--- src/rstc_map.vh ---
`ifndef RSTC_MAP_VH
`define RSTC_MAP_VH

// ==========================================================
// register offsets (byte addresses)
`define RSTC_THR_OFS 8'h00
`define RSTC_CTRL_OFS 8'h04
`define RSTC_WATCHDOG_CONTROL_REG_OFS 8'h08
`define RSTC_STAT_OFS 8'h0C
`define RSTC_PORT_OFS 8'h10
`define RSTC_CORE_OFS 8'h14

// ==========================================================
// field positions
`define RSTC_WRF_BIT 0
`define RSTC_LRF_BIT 1
`define RSTC_SUPPLY_DIP_FLAG_BIT 2
`define RSTC_KEEP_BIT 7
`define RSTC_PDF_BIT 4
`define RSTC_TO_BIT 5
`define RSTC_WKEY_HI 7
`define RSTC_WKEY_LO 3
`define RSTC_INTEN_BIT 0
`define RSTC_TMRON_BIT 1

// ==========================================================
// reset values and valid codes
`define RSTC_THR_POR 8'h55
`define RSTC_WATCHDOG_CONTROL_REG_POR 8'h53
`define RSTC_PORT_POR 8'hFF
`define RSTC_THR_OK0 8'h55
`define RSTC_THR_OK1 8'h33
`define RSTC_THR_OK2 8'h99
`define RSTC_THR_OK3 8'hAA
`define RSTC_WKEY_OK0 5'h0A
`define RSTC_WKEY_OK1 5'h15

// ==========================================================
// timing
`define RSTC_PCLK_HZ 250000000
`define RSTC_PCLK_NS 4
`define RSTC_SLOW_HZ 32000
`define RSTC_DIP_QUAL_NS 100000
`define RSTC_TRIG_TICKS 3
`define RSTC_HOLD_CYC 4

`endif

--- src/rstc_sync.v ---
`timescale 1ns/1ns
// ==========================================================
// two-stage synchroniser for pin inputs
module rstc_sync #(
  parameter W = 2
) (
  // clock and reset
  input wire clk,
  input wire rst_n,
  // data
  input wire [W-1:0] d,
  output reg [W-1:0] q
);

  reg [W-1:0] meta_q;

  // first stage feeds the second stage only
  always @(posedge clk or negedge rst_n) begin
    if (!rst_n) begin
      meta_q <= {W{1'b0}};
      q <= {W{1'b0}};
    end else begin
      meta_q <= d;
      q <= meta_q;
    end
  end

endmodule

--- src/rstc_dly.v ---
`timescale 1ns/1ns
// ==========================================================
// delays a reset request by a fixed number of slow ticks
module rstc_dly #(
  parameter TICKS = 3
) (
  // clock and reset
  input wire clk,
  input wire rst_n,
  // slow enable and request
  input wire tick,
  input wire req,
  // one-cycle trigger
  output reg fire_q
);

  reg busy_q;
  reg [3:0] cnt_q;

  // the first tick lands anywhere in a slow period, so three ticks give 2 to 3 periods
  always @(posedge clk or negedge rst_n) begin
    if (!rst_n) begin
      busy_q <= 1'b0;
      cnt_q <= 4'h0;
      fire_q <= 1'b0;
    end else begin
      fire_q <= 1'b0;
      if (busy_q) begin
        if (tick) begin
          if (cnt_q == TICKS[3:0] - 4'h1) begin
            busy_q <= 1'b0;
            fire_q <= 1'b1;
          end else begin
            cnt_q <= cnt_q + 4'h1;
          end
        end
      end else if (req && !fire_q) begin
        busy_q <= 1'b1;
        cnt_q <= 4'h0;
      end
    end
  end

endmodule

--- src/rstc_ctrl.v ---
`timescale 1ns/1ns
`include "rstc_map.vh"

module rstc_ctrl #(
  parameter SLOW_DIV = `RSTC_PCLK_HZ / `RSTC_SLOW_HZ,
  parameter DIP_QUAL_CYC = (`RSTC_DIP_QUAL_NS + `RSTC_PCLK_NS - 1) / `RSTC_PCLK_NS,
  parameter HOLD_CYC = `RSTC_HOLD_CYC,
  parameter TRIG_TICKS = `RSTC_TRIG_TICKS
) (
  // clock and power-on reset
  input wire pclk,
  input wire presetn,
  // apb slave
  input wire psel,
  input wire penable,
  input wire pwrite,
  input wire [7:0] paddr,
  input wire [31:0] pwdata,
  output reg [31:0] prdata_q,
  output reg pready_q,
  output reg pslverr_q,
  // analogue detector and watchdog counter
  input wire supply_low,
  input wire wdt_overflow,
  // cpu core status
  input wire sleep_idle,
  input wire halt_exec,
  input wire wdt_clear_exec,
  // reset outputs
  output reg sys_rst_n_q,
  output reg pc_sp_clr_q,
  output reg wdt_cnt_clr_q,
  // preset register values
  output reg [7:0] port_data_q,
  output reg [7:0] port_dir_q,
  output reg int_en_q,
  output reg timer_on_q,
  output reg [7:0] wdt_ctrl_q,
  output reg idle_sysclk_keep_q
);

  // ==========================================================
  // declarations
  reg [7:0] thr_code_q;
  reg supply_dip_flag_q;
  reg thr_fault_flag_q;
  reg wdt_fault_flag_q;
  reg timeout_flag_q;
  reg powerdown_flag_q;
  reg [15:0] div_q;
  reg slow_tick_q;
  reg [31:0] qual_q;
  reg lvr_req_q;
  reg ovf_d_q;
  reg [3:0] hold_q;
  reg [31:0] rd_d;
  reg hit_d;
  wire [1:0] pin_s;
  wire low_s;
  wire ovf_s;
  wire [2:0] req;
  wire [2:0] fire;
  wire thr_bad;
  wire key_bad;
  wire ovf_rise;
  wire wdt_norm;
  wire wdt_sleep;
  wire full_rst;
  wire wr_en;
  wire wr_thr;
  wire wr_ctrl;
  wire wr_watchdog_control_reg;
  wire wr_port;
  wire wr_core;
  wire [4:0] wkey;

  // ==========================================================
  // pin synchronisers
  rstc_sync #(
    .W(2)
  ) u_sync (
    .clk(pclk),
    .rst_n(presetn),
    .d({wdt_overflow, supply_low}),
    .q(pin_s)
  );

  assign low_s = pin_s[0];
  assign ovf_s = pin_s[1];

  // ==========================================================
  // slow oscillator tick
  always @(posedge pclk or negedge presetn) begin
    if (!presetn) begin
      div_q <= 16'h0000;
      slow_tick_q <= 1'b0;
    end else begin
      if (div_q == SLOW_DIV[15:0] - 16'h0001) begin
        div_q <= 16'h0000;
        slow_tick_q <= 1'b1;
      end else begin
        div_q <= div_q + 16'h0001;
        slow_tick_q <= 1'b0;
      end
    end
  end

  // ==========================================================
  // undervoltage qualification
  always @(posedge pclk or negedge presetn) begin
    if (!presetn) begin
      qual_q <= 32'h0000_0000;
      lvr_req_q <= 1'b0;
    end else begin
      lvr_req_q <= 1'b0;
      if (!low_s || sleep_idle) begin
        qual_q <= 32'h0000_0000;
      end else if (qual_q < DIP_QUAL_CYC) begin
        qual_q <= qual_q + 32'h0000_0001;
      end else if (qual_q == DIP_QUAL_CYC) begin
        // only dips longer than qualifying time
        qual_q <= qual_q + 32'h0000_0001;
        lvr_req_q <= 1'b1;
      end
    end
  end

  // ==========================================================
  // code checks
  // four valid threshold codes
  assign thr_bad = (thr_code_q != `RSTC_THR_OK0) && (thr_code_q != `RSTC_THR_OK1) &&
                   (thr_code_q != `RSTC_THR_OK2) && (thr_code_q != `RSTC_THR_OK3);
  assign wkey = wdt_ctrl_q[`RSTC_WKEY_HI:`RSTC_WKEY_LO];
  assign key_bad = (wkey != `RSTC_WKEY_OK0) && (wkey != `RSTC_WKEY_OK1);

  assign req = {key_bad, thr_bad, lvr_req_q};

  // ==========================================================
  // delayed triggers: dip, threshold code, watchdog key
  genvar gi;
  generate
    for (gi = 0; gi < 3; gi = gi + 1) begin : g_dly
      rstc_dly #(
        .TICKS(TRIG_TICKS)
      ) u_dly (
        .clk(pclk),
        .rst_n(presetn),
        .tick(slow_tick_q),
        .req(req[gi]),
        .fire_q(fire[gi])
      );
    end
  endgenerate

  // ==========================================================
  // watchdog time-out
  always @(posedge pclk or negedge presetn) begin
    if (!presetn) begin
      ovf_d_q <= 1'b0;
    end else begin
      ovf_d_q <= ovf_s;
    end
  end

  assign ovf_rise = ovf_s && !ovf_d_q;
  assign wdt_norm = ovf_rise && !sleep_idle;
  assign wdt_sleep = ovf_rise && sleep_idle;

  assign full_rst = fire[0] || fire[1] || fire[2] || wdt_norm;

  // ==========================================================
  // merged reset and hold
  // async assert, sync release
  always @(posedge pclk or negedge presetn) begin
    if (!presetn) begin
      hold_q <= 4'h0;
      sys_rst_n_q <= 1'b0;
      wdt_cnt_clr_q <= 1'b1;
      pc_sp_clr_q <= 1'b1;
    end else begin
      if (full_rst) begin
        hold_q <= HOLD_CYC[3:0];
        sys_rst_n_q <= 1'b0;
        wdt_cnt_clr_q <= 1'b1;
        pc_sp_clr_q <= 1'b1;
      end else if (hold_q != 4'h0) begin
        hold_q <= hold_q - 4'h1;
      end else begin
        sys_rst_n_q <= 1'b1;
        wdt_cnt_clr_q <= 1'b0;
        // sleep time-out clears pc and sp only
        pc_sp_clr_q <= wdt_sleep;
      end
    end
  end

  // ==========================================================
  // apb decode
  assign wr_en = psel && penable && pready_q && pwrite && !pslverr_q;
  assign wr_thr = wr_en && (paddr == `RSTC_THR_OFS);
  assign wr_ctrl = wr_en && (paddr == `RSTC_CTRL_OFS);
  assign wr_watchdog_control_reg = wr_en && (paddr == `RSTC_WATCHDOG_CONTROL_REG_OFS);
  assign wr_port = wr_en && (paddr == `RSTC_PORT_OFS);
  assign wr_core = wr_en && (paddr == `RSTC_CORE_OFS);

  always @* begin
    rd_d = 32'h0000_0000;
    hit_d = 1'b1;
    case (paddr)
      `RSTC_THR_OFS: begin
        rd_d[7:0] = thr_code_q;
      end
      `RSTC_CTRL_OFS: begin
        rd_d[`RSTC_KEEP_BIT] = idle_sysclk_keep_q;
        rd_d[`RSTC_SUPPLY_DIP_FLAG_BIT] = supply_dip_flag_q;
        rd_d[`RSTC_LRF_BIT] = thr_fault_flag_q;
        rd_d[`RSTC_WRF_BIT] = wdt_fault_flag_q;
      end
      `RSTC_WATCHDOG_CONTROL_REG_OFS: begin
        rd_d[7:0] = wdt_ctrl_q;
      end
      `RSTC_STAT_OFS: begin
        rd_d[`RSTC_TO_BIT] = timeout_flag_q;
        rd_d[`RSTC_PDF_BIT] = powerdown_flag_q;
      end
      `RSTC_PORT_OFS: begin
        rd_d[15:0] = {port_dir_q, port_data_q};
      end
      `RSTC_CORE_OFS: begin
        rd_d[`RSTC_INTEN_BIT] = int_en_q;
        rd_d[`RSTC_TMRON_BIT] = timer_on_q;
      end
      default: begin
        hit_d = 1'b0;
      end
    endcase
  end

  // zero-wait slave: answer is ready in the first access cycle
  always @(posedge pclk or negedge presetn) begin
    if (!presetn) begin
      prdata_q <= 32'h0000_0000;
      pready_q <= 1'b0;
      pslverr_q <= 1'b0;
    end else begin
      pready_q <= psel && !penable;
      if (psel && !penable) begin
        prdata_q <= pwrite ? 32'h0000_0000 : rd_d;
        pslverr_q <= !hit_d;
      end else begin
        pslverr_q <= 1'b0;
      end
    end
  end

  // ==========================================================
  // threshold code register
  always @(posedge pclk or negedge presetn) begin
    if (!presetn) begin
      thr_code_q <= `RSTC_THR_POR;
    end else if (fire[1]) begin
      thr_code_q <= `RSTC_THR_POR;
    end else if (wr_thr) begin
      // dip and watchdog resets leave the code alone
      thr_code_q <= pwdata[7:0];
    end
  end

  // ==========================================================
  // cause flags, hardware set beats software clear
  always @(posedge pclk or negedge presetn) begin
    if (!presetn) begin
      supply_dip_flag_q <= 1'b0;
      thr_fault_flag_q <= 1'b0;
      wdt_fault_flag_q <= 1'b0;
    end else begin
      supply_dip_flag_q <= fire[0] ||
        (supply_dip_flag_q && !(wr_ctrl && !pwdata[`RSTC_SUPPLY_DIP_FLAG_BIT]));
      thr_fault_flag_q <= fire[1] ||
        (thr_fault_flag_q && !(wr_ctrl && !pwdata[`RSTC_LRF_BIT]));
      wdt_fault_flag_q <= fire[2] ||
        (wdt_fault_flag_q && !(wr_ctrl && !pwdata[`RSTC_WRF_BIT]));
    end
  end

  // ==========================================================
  // time-out and power-down flags
  always @(posedge pclk or negedge presetn) begin
    if (!presetn) begin
      timeout_flag_q <= 1'b0;
      powerdown_flag_q <= 1'b0;
    end else begin
      // time-out set by any watchdog time-out
      if (ovf_rise) begin
        timeout_flag_q <= 1'b1;
      end
      if (wdt_sleep || halt_exec) begin
        powerdown_flag_q <= 1'b1;
      end else if (wdt_clear_exec) begin
        powerdown_flag_q <= 1'b0;
      end
    end
  end

  // ==========================================================
  // preset registers, restored by every full reset
  always @(posedge pclk or negedge presetn) begin
    if (!presetn) begin
      port_data_q <= `RSTC_PORT_POR;
      port_dir_q <= `RSTC_PORT_POR;
      int_en_q <= 1'b0;
      timer_on_q <= 1'b0;
      wdt_ctrl_q <= `RSTC_WATCHDOG_CONTROL_REG_POR;
      idle_sysclk_keep_q <= 1'b0;
    end else if (full_rst) begin
      port_data_q <= `RSTC_PORT_POR;
      port_dir_q <= `RSTC_PORT_POR;
      int_en_q <= 1'b0;
      timer_on_q <= 1'b0;
      wdt_ctrl_q <= `RSTC_WATCHDOG_CONTROL_REG_POR;
      idle_sysclk_keep_q <= 1'b0;
    end else begin
      if (wr_port) begin
        port_data_q <= pwdata[7:0];
        port_dir_q <= pwdata[15:8];
      end
      if (wr_core) begin
        int_en_q <= pwdata[`RSTC_INTEN_BIT];
        timer_on_q <= pwdata[`RSTC_TMRON_BIT];
      end
      if (wr_watchdog_control_reg) begin
        wdt_ctrl_q <= pwdata[7:0];
      end
      if (wr_ctrl) begin
        idle_sysclk_keep_q <= pwdata[`RSTC_KEEP_BIT];
      end
    end
  end

  // ==========================================================
  // notes on pc and stack
  // one strobe serves pc and sp, the stack top is index zero
  // a sleep time-out inside a hold window is absorbed: the
  // full reset already clears pc and sp.

endmodule

--- config.mk ---
export PLATFORM = sky130hd
export DESIGN_NAME = rstc_ctrl
export DESIGN_NICKNAME = d
export VERILOG_FILES = /design/src/rstc_sync.v /design/src/rstc_dly.v /design/src/rstc_ctrl.v
export VERILOG_INCLUDE_DIRS = /design/src
export SDC_FILE = /design/constraint.sdc
export NUM_CORES = 1
export LEC_CHECK = 0
export BUFFER_PORTS_ARGS = -buffer_cell sky130_fd_sc_hd__buf_2
export CELL_PAD_IN_SITES_DETAIL_PLACEMENT = 2
export CELL_PAD_IN_SITES_GLOBAL_PLACEMENT = 2
export CORE_MARGIN = 5
export CORE_UTILIZATION = 32
export DETAILED_ROUTE_END_ITERATION = 8
export HOLD_SLACK_MARGIN = 0.08
export PLACE_DENSITY = 0.76
export REMOVE_ABC_BUFFERS = 1
export SETUP_SLACK_MARGIN = 0.05
export SLEW_MARGIN = 5
export SYNTH_ARGS = -nofsm -noshare
export SYNTH_HDL_FRONTEND = slang
export SYNTH_HIERARCHICAL = 1
export SYNTH_SLANG_ARGS = --single-unit
--- constraint.sdc ---
create_clock -name pclk -period 2.3 [get_ports pclk]
set_clock_uncertainty 0.2 [all_clocks]
set_input_delay 0.69 -clock pclk [delete_from_list [all_inputs] [get_ports pclk]]
set_output_delay 0.69 -clock pclk [all_outputs]
set_load 0.02 [all_outputs]
==> results.md, run 1 <==
- Status: finished with violations
- Failing checks: negative setup slack
- Via Count: 5,231
- Share of cells above drive strength 1: 0.327
- Fin crit share: 1.03
- Synthesized flop and latch total: 138
- Synth cell count leaders: 112 x dfrtp_1, 46 x nor2_1, 39 x nand3_1
- GP Congestion: 0.841
- Fill cells: 2,069
- Area contributors post-synth: dfrtp_1 44%, dfstp_2 11%, nand3_1 3.1%, o22a_1 2.8%, nor2_1 2.7%
- Minimum clock period after layout: 2360 ps
- Syn Inst Count: 588
- Starting Density: 0.326
- CTS tree: built
- Drc violations: 0
- # diodes: 0
- RSZ-0062 raised after global routing: true
- Area of the multi-input gates: 0.00285 mm²
- Root buf cell: clkbuf_16
- Cell row count: 51
- Routed wire length per instance: 20.5 µm
- Synth async-reset ratio: 1.00
- Area occupied by registers: 0.00349 mm²
- DR iter-0 viols: 103
- Final Hold Fails: 0
- Sink Count: 138
- Mapped Area: 0.00637 mm²
- Fmax: 424 MHz
- Core ar.: 0.0195 mm²
- Crit path DAT: 2470 ps
- Worst rel slew slack: 0.575
- Placed cells: 960
- Psw: 1.51 mW
- Grt total ovfl: 0
- Largest area contributor in the netlist: dfrtp_1
- Peak supply drop: 0.000506 V
- Pwr Total: 5.87 mW
- Leak: 3.81 nW
- Fin cells: 1,002
- PwrDens: 712 mW/mm²
- Worst slew pin tran: 633 ps
- Wire length of the first global-routing pass: 32,200 µm
- Final core utilization: 0.422
- Flop pwr share: 0.440
- Total of max-cap violations: 0
- Share of the synthesized area in the top cell type: 0.440
- Fin worst setup slack: -60.4 ps
- Internal power: 4.36 mW
- Syn avg cell area: 10.8 µm²
- Worst-skew pair later-pin latency: 430 ps
- Crit. End Element: flop
- YS warnings: 6
- Via/cell ratio: 5.22
- Worst Hold Class: flop to flop
- Setup crit start: qual_q[11]
- Post-synthesis cell type count: 62
- Hold Startpoint: u_sync/meta_q[1]
- Setup CP Type: flop to flop
- First-pass iteration count of the detailed router: 6
- Antenna viol nets, final: 0
- Initial antenna violation count: 0
- Worst r2r src: qual_q[11]
- Main synth FF type: dfrtp_1
- Vias in the first global route: 5,989
- Clock Power Share: 0.473
- Crit path launch type: flop
- Clock H-tree levels: 4
- Chip Height: 151 µm
- Fin nets: 784
- Routed WL: 20,500 µm
- Seq/Total Area, Yosys: 0.548
- Final setup vio count: 6
- Area Growth Syn to Fin: 29.5%
- Switching part of the total: 0.257
- Most frequent cell after synthesis: dfrtp_1
- Final Max Slew Viols: 0
- Worst EP required: 2410 ps
- GRT Overall Usage: 0.181
- Die width: 151 µm
- Power share of the combinational group: 0.087
- Largest net degree at the start of global routing: 56
- Clock Path Buffers: 2
- Die area: 0.0228 mm²
- Clk pin slew, worst setup/hold paths: 60 ps
- CTS Buf Count: 17
- HPWL Detailed: 14,300 µm
- Worst-path fanout max: 5
- I/O pin total: 114
- Buffers on Ports: 81
- Post-synth EDFFs: 0
## sequential cells by signal (all words and copies together), names as in the netlist, 3 cells and up
register,count
div_q,16
g_dly.u_dly/busy_q,3
g_dly.u_dly/cnt_q,12
g_dly.u_dly/fire_q,3
hold_q,4
port_data_q,8
port_dir_q,8
prdata_q,16
qual_q,32
thr_code_q,8
wdt_ctrl_q,8
## timing repair
item                                   in CTS  in global routing
gates resized for setup                    15                 29
hold buffers                                1                  0
setup endpoints to repair                  51                 53
pin swaps                                   9                 21
cloned                                      1                  0
endpoints found under the hold margin      10                  0
buffers inserted                            5                  3
## kinds of logic (layout without fill, tap and decap cells)
| logic type | after synthesis | count (layout) | synth area share |
|---|---|---|---|
| XOR/XNOR | 19 | 19 | 0.0261 |
| flip-flops | 138 | 138 | 0.548 |
| buffers and inverters | 55 | 189 | 0.0440 |
| other | 1 | 16 | 0.000589 |
| AND/OR/NAND/NOR | 223 | 223 | 0.189 |
| multiplexers | 14 | 14 | 0.0224 |
| AO/OA/AOI/OAI | 127 | 127 | 0.149 |
| adder cells (fa/ha/maj) | 11 | 11 | 0.0212 |
## per-layer routing
metal	routed length, µm	vias to the layer above	GRT usage
met4	282	0	0.0476
met3	1040	19	0.0449
met2	10800	110	0.339
met1	8360	2713	0.204
li1	-	2389	-
met5	0	-	0
## power groups by stage
stage	Clock (mW)	Combinational (mW)	Sequential [mW]
floorplan	0	0.218	2.65
global placement	0	0.465	2.62
detailed placement	0	0.501	2.62
CTS	2.84	0.513	2.58
global route	2.98	0.568	2.59
finish	2.78	0.509	2.58
## metrics by stage
stage                     hold slack, ps  setup slack, ps  setup TNS (ps)  instance area, µm²
after CTS                            147            -63.1           -80.5                8060
after global placement               146             -435          -19790                7350
final                                149            -60.4            -129                8240
after detailed placement             138             -549          -24220                7350
after global routing                 152             -142           -1150                8240
after floorplan                      131             -374          -11390                6210
## layout by cell type, fill, tap and decap left out, types with 11 or more instances in the layout
| cell | n |
|---|---|
| buf_4 | 46 |
| o22a_1 | 20 |
| dfrtp_1 | 112 |
| nor2_1 | 46 |
| clkbuf_16 | 17 |
| buf_2 | 79 |
| inv_1 | 19 |
| o21ai_0 | 19 |
| dfstp_2 | 26 |
| and2_1 | 17 |
| xnor2_1 | 13 |
| a21oi_1 | 13 |
| nand2_1 | 33 |
| nand4_1 | 11 |
| mux2i_1 | 12 |
| a22o_1 | 13 |
| nand3_1 | 35 |
| conb_1 | 16 |
## critical path, stage by stage (launching register included)
cell,delay (ps)
dfrtp_1,380
or4_4,550
a31o_4,270
a211o_1,280
or4_4,430
mux2i_1,140
## path summary, 6_finish.rpt
kind,endpoint,slack [ps],cells past startpoint
max,qual_q[5],-60,5
min,u_sync/q[1],150,0
max reg2reg,qual_q[5],-60,5
min reg2reg,u_sync/q[1],150,0
max in group asynchronous,wdt_ctrl_q[1],740,3
min in group asynchronous,thr_code_q[3],500,2
## layout make-up
type / instances / area share
clock buffers: 19 / 0.0549
repair buffers: 138 / 0.111
flip-flops and latches: 138 / 0.423
well taps: 265 / 0.0402
inverters: 19 / 0.00865
clock inverters: 13 / 0.0173
multi-input cells: 410 / 0.345
(Power assumes the default switching activity.)
==> inputs of run 2 (changes only) <==
--- a/config.mk
+++ b/config.mk
@@ -7,13 +7,11 @@
 export NUM_CORES = 1
 export LEC_CHECK = 0
 export BUFFER_PORTS_ARGS = -buffer_cell sky130_fd_sc_hd__buf_2
-export CELL_PAD_IN_SITES_DETAIL_PLACEMENT = 2
-export CELL_PAD_IN_SITES_GLOBAL_PLACEMENT = 2
 export CORE_MARGIN = 5
-export CORE_UTILIZATION = 32
+export CORE_UTILIZATION = 50
 export DETAILED_ROUTE_END_ITERATION = 8
 export HOLD_SLACK_MARGIN = 0.08
-export PLACE_DENSITY = 0.76
+export PLACE_DENSITY = 0.77
 export REMOVE_ABC_BUFFERS = 1
 export SETUP_SLACK_MARGIN = 0.05
 export SLEW_MARGIN = 5
==> results.md, run 2 (synthesis gave the netlist of run 1 again) <==
- Status: finished with violations
- Failing checks: negative setup slack
- Starting Density: 0.507 (+0.180)
- Fin crit share: 1.01 (-0.0177)
- Drc violations: 0 (unchanged)
- PwrDens: 683 mW/mm² (-4.1%)
- Worst-skew pair later-pin latency: 410 ps (-20 ps)
- Crit path launch type: flop
- Setup Slack @ Placement: -556 ps (-6.39 ps)
- Worst EP required: 2400 ps (about the same)
- Final setup vio count: 4 (-2)
- Vias in the first global route: 5,157 (-14%)
- Fin worst setup slack: -19.7 ps (+40.7 ps)
- Max reg flops: 32 (unchanged)
- CTS tree: built
- GRT Overall Usage: 0.210 (+0.0292)
- Largest net degree at the start of global routing: 42 (-25%)
- DR iter-0 viols: 407 (+300%)
- Peak supply drop: 0.000585 V (+15%)
- Core ar.: 0.0126 mm² (-36%)
- HPWL Detailed: 10,900 µm (-24%)
- Die width: 123 µm (-19%)
- Share of cells above drive strength 1: 0.325 (-0.00224)
- Crit. End Element: flop
- Worst Hold Class: flop to flop
- Cell row count: 41 (-20%)
- Most frequent cells in the layout: 111 x dfrtp_1, 79 x buf_2, 45 x nor2_1, 45 x buf_4, 35 x nand3_1
- Final Max Slew Viols: 0 (unchanged)
- Area Growth Syn to Fin: 27.8%
- Crit path DAT: 2420 ps (-50 ps)
- Worst-path fanout max: 4 (-1)
- I/O pin total: 114 (unchanged)
- GP Congestion: 0.888 (+5.5%)
- Initial antenna violation count: 0 (unchanged)
- First-pass iteration count of the detailed router: 4 (-2)
- Setup CP Type: flop to flop
- Buffers on Ports: 81 (unchanged)
- Fin nets: 786 (+0.26%)
- Grt total ovfl: 0 (unchanged)
- Root buf cell: clkbuf_16
- Routed wire length per instance: 17.2 µm (-16%)
- # diodes: 0 (unchanged)
- Routed WL: 15,700 µm (-23%)
- Most common cell after layout, fill and taps aside: dfrtp_1
- RSZ-0062 raised after global routing: true
- Most flops, register: qual_q
- Via Count: 5,089 (-2.7%)
- Minimum clock period after layout: 2320 ps (-40.7 ps)
- Worst rel slew slack: 0.609 (+0.0341)
- Via/cell ratio: 5.59 (+7.0%)
- Final Hold Fails: 0 (unchanged)
- Sink Count: 138 (unchanged)
- Regs by FF count: qual_q: 32 flops, div_q: 16 flops, prdata_q: 16 flops
- Wire length of the first global-routing pass: 24,900 µm (-23%)
- Final core utilization: 0.647 (+0.225)
- Total of max-cap violations: 0 (unchanged)
- Clk pin slew, worst setup/hold paths: 50 ps (about the same)
- CTS Buf Count: 17 (unchanged)
- Leak: 3.81 nW (about the same)
- Die area: 0.0151 mm² (-34%)
- Clock Path Buffers: 2 (unchanged)
- Worst slew pin tran: 582 ps (-50.7 ps)
- Fmax: 431 MHz (+1.8%)
- Chip Height: 123 µm (-19%)
- Clock H-tree levels: 4 (unchanged)
- Antenna viol nets, final: 0 (unchanged)
-- run 2: changes by cell type in the layout (fill, tap and decap cells not counted), moves of 2 or more --
cell / delta
inv_6: -2
clkinv_4: -2
clkinv_2: +3
a2111oi_4: +2
a221oi_1: +2
clkbuf_1: +5
buf_12: +3
nor3_2: +2
clkinvlp_4: -3
a221oi_2: -2
-- run 2: cell type report --
type / count / area, µm²
clock inverters: 8 / 70.1
multi-input cells: 410 / 2860
well taps: 172 / 215
fillers: 958 / 4430
flip-flops and latches: 138 / 3490
inverters: 19 / 71.3
repair buffers: 140 / 965
clock buffers: 24 / 472
-- run 2: timing repair --
| item | CTS | global route |
|---|---|---|
| setup endpoints to repair | 45 | 40 |
| gates resized for setup | 17 | 34 |
| hold endpoints to repair | 25 | 0 |
| gates cloned | 2 | 0 |
| buffers inserted | 5 | 3 |
| pin swaps | 9 | 24 |
| hold buffers | 1 | 0 |
-- run 2: path summary, 6_finish.rpt --
| path | to | from | slack, ps | depth (start not counted) |
|---|---|---|---|---|
| worst max register to register | qual_q[5] | qual_q[9] | -20 | 5 |
| min in group asynchronous | prdata_q[6] | presetn | 560 | 2 |
| worst min register to register | u_sync/q[1] | u_sync/meta_q[1] | 160 | 0 |
| worst min-delay path | u_sync/q[1] | u_sync/meta_q[1] | 160 | 0 |
| worst max-delay path | qual_q[5] | qual_q[9] | -20 | 5 |
| max in group asynchronous | wdt_ctrl_q[0] | presetn | 740 | 3 |
-- run 2: worst max-delay path, stage by stage (launching register included) --
cell	delay [ps]
dfrtp_1	380
or4_4	550
a31o_4	260
a211o_1	250
or4_4	430
mux2i_1	130
-- run 2: layer usage --
layer  track usage  up-vias  part of all wire
li1              -     2384                 -
met2         0.358      140              0.51
met3        0.0567       24             0.057
met1         0.262     2541              0.42
met5             0        -                 0
met4        0.0637        0             0.015
-- run 2: power breakdown --
part | leakage [nW] | total, mW | switching (mW) | internal (mW)
clock | 0.264 | 2.49 | 0.958 | 1.53
combinational | 1.76 | 0.490 | 0.307 | 0.183
sequential | 1.78 | 2.58 | 0.0551 | 2.52
-- run 2: metrics by stage --
| stage | total power, mW | instances | hold slack [ps] | instance area [µm²] | TNS [ps] |
|---|---|---|---|---|---|
| floorplan | 2.87 | 567 | 131 | 6210 | -11390 |
| global placement | 3.08 | 868 | 138 | 7260 | -19750 |
| detailed placement | 3.10 | 868 | 149 | 7260 | -23200 |
| CTS | 5.61 | 908 | 161 | 7930 | -18.0 |
| global route | 5.81 | 911 | 166 | 8140 | -627 |
| finish | 5.56 | 911 | 164 | 8140 | -36.0 |
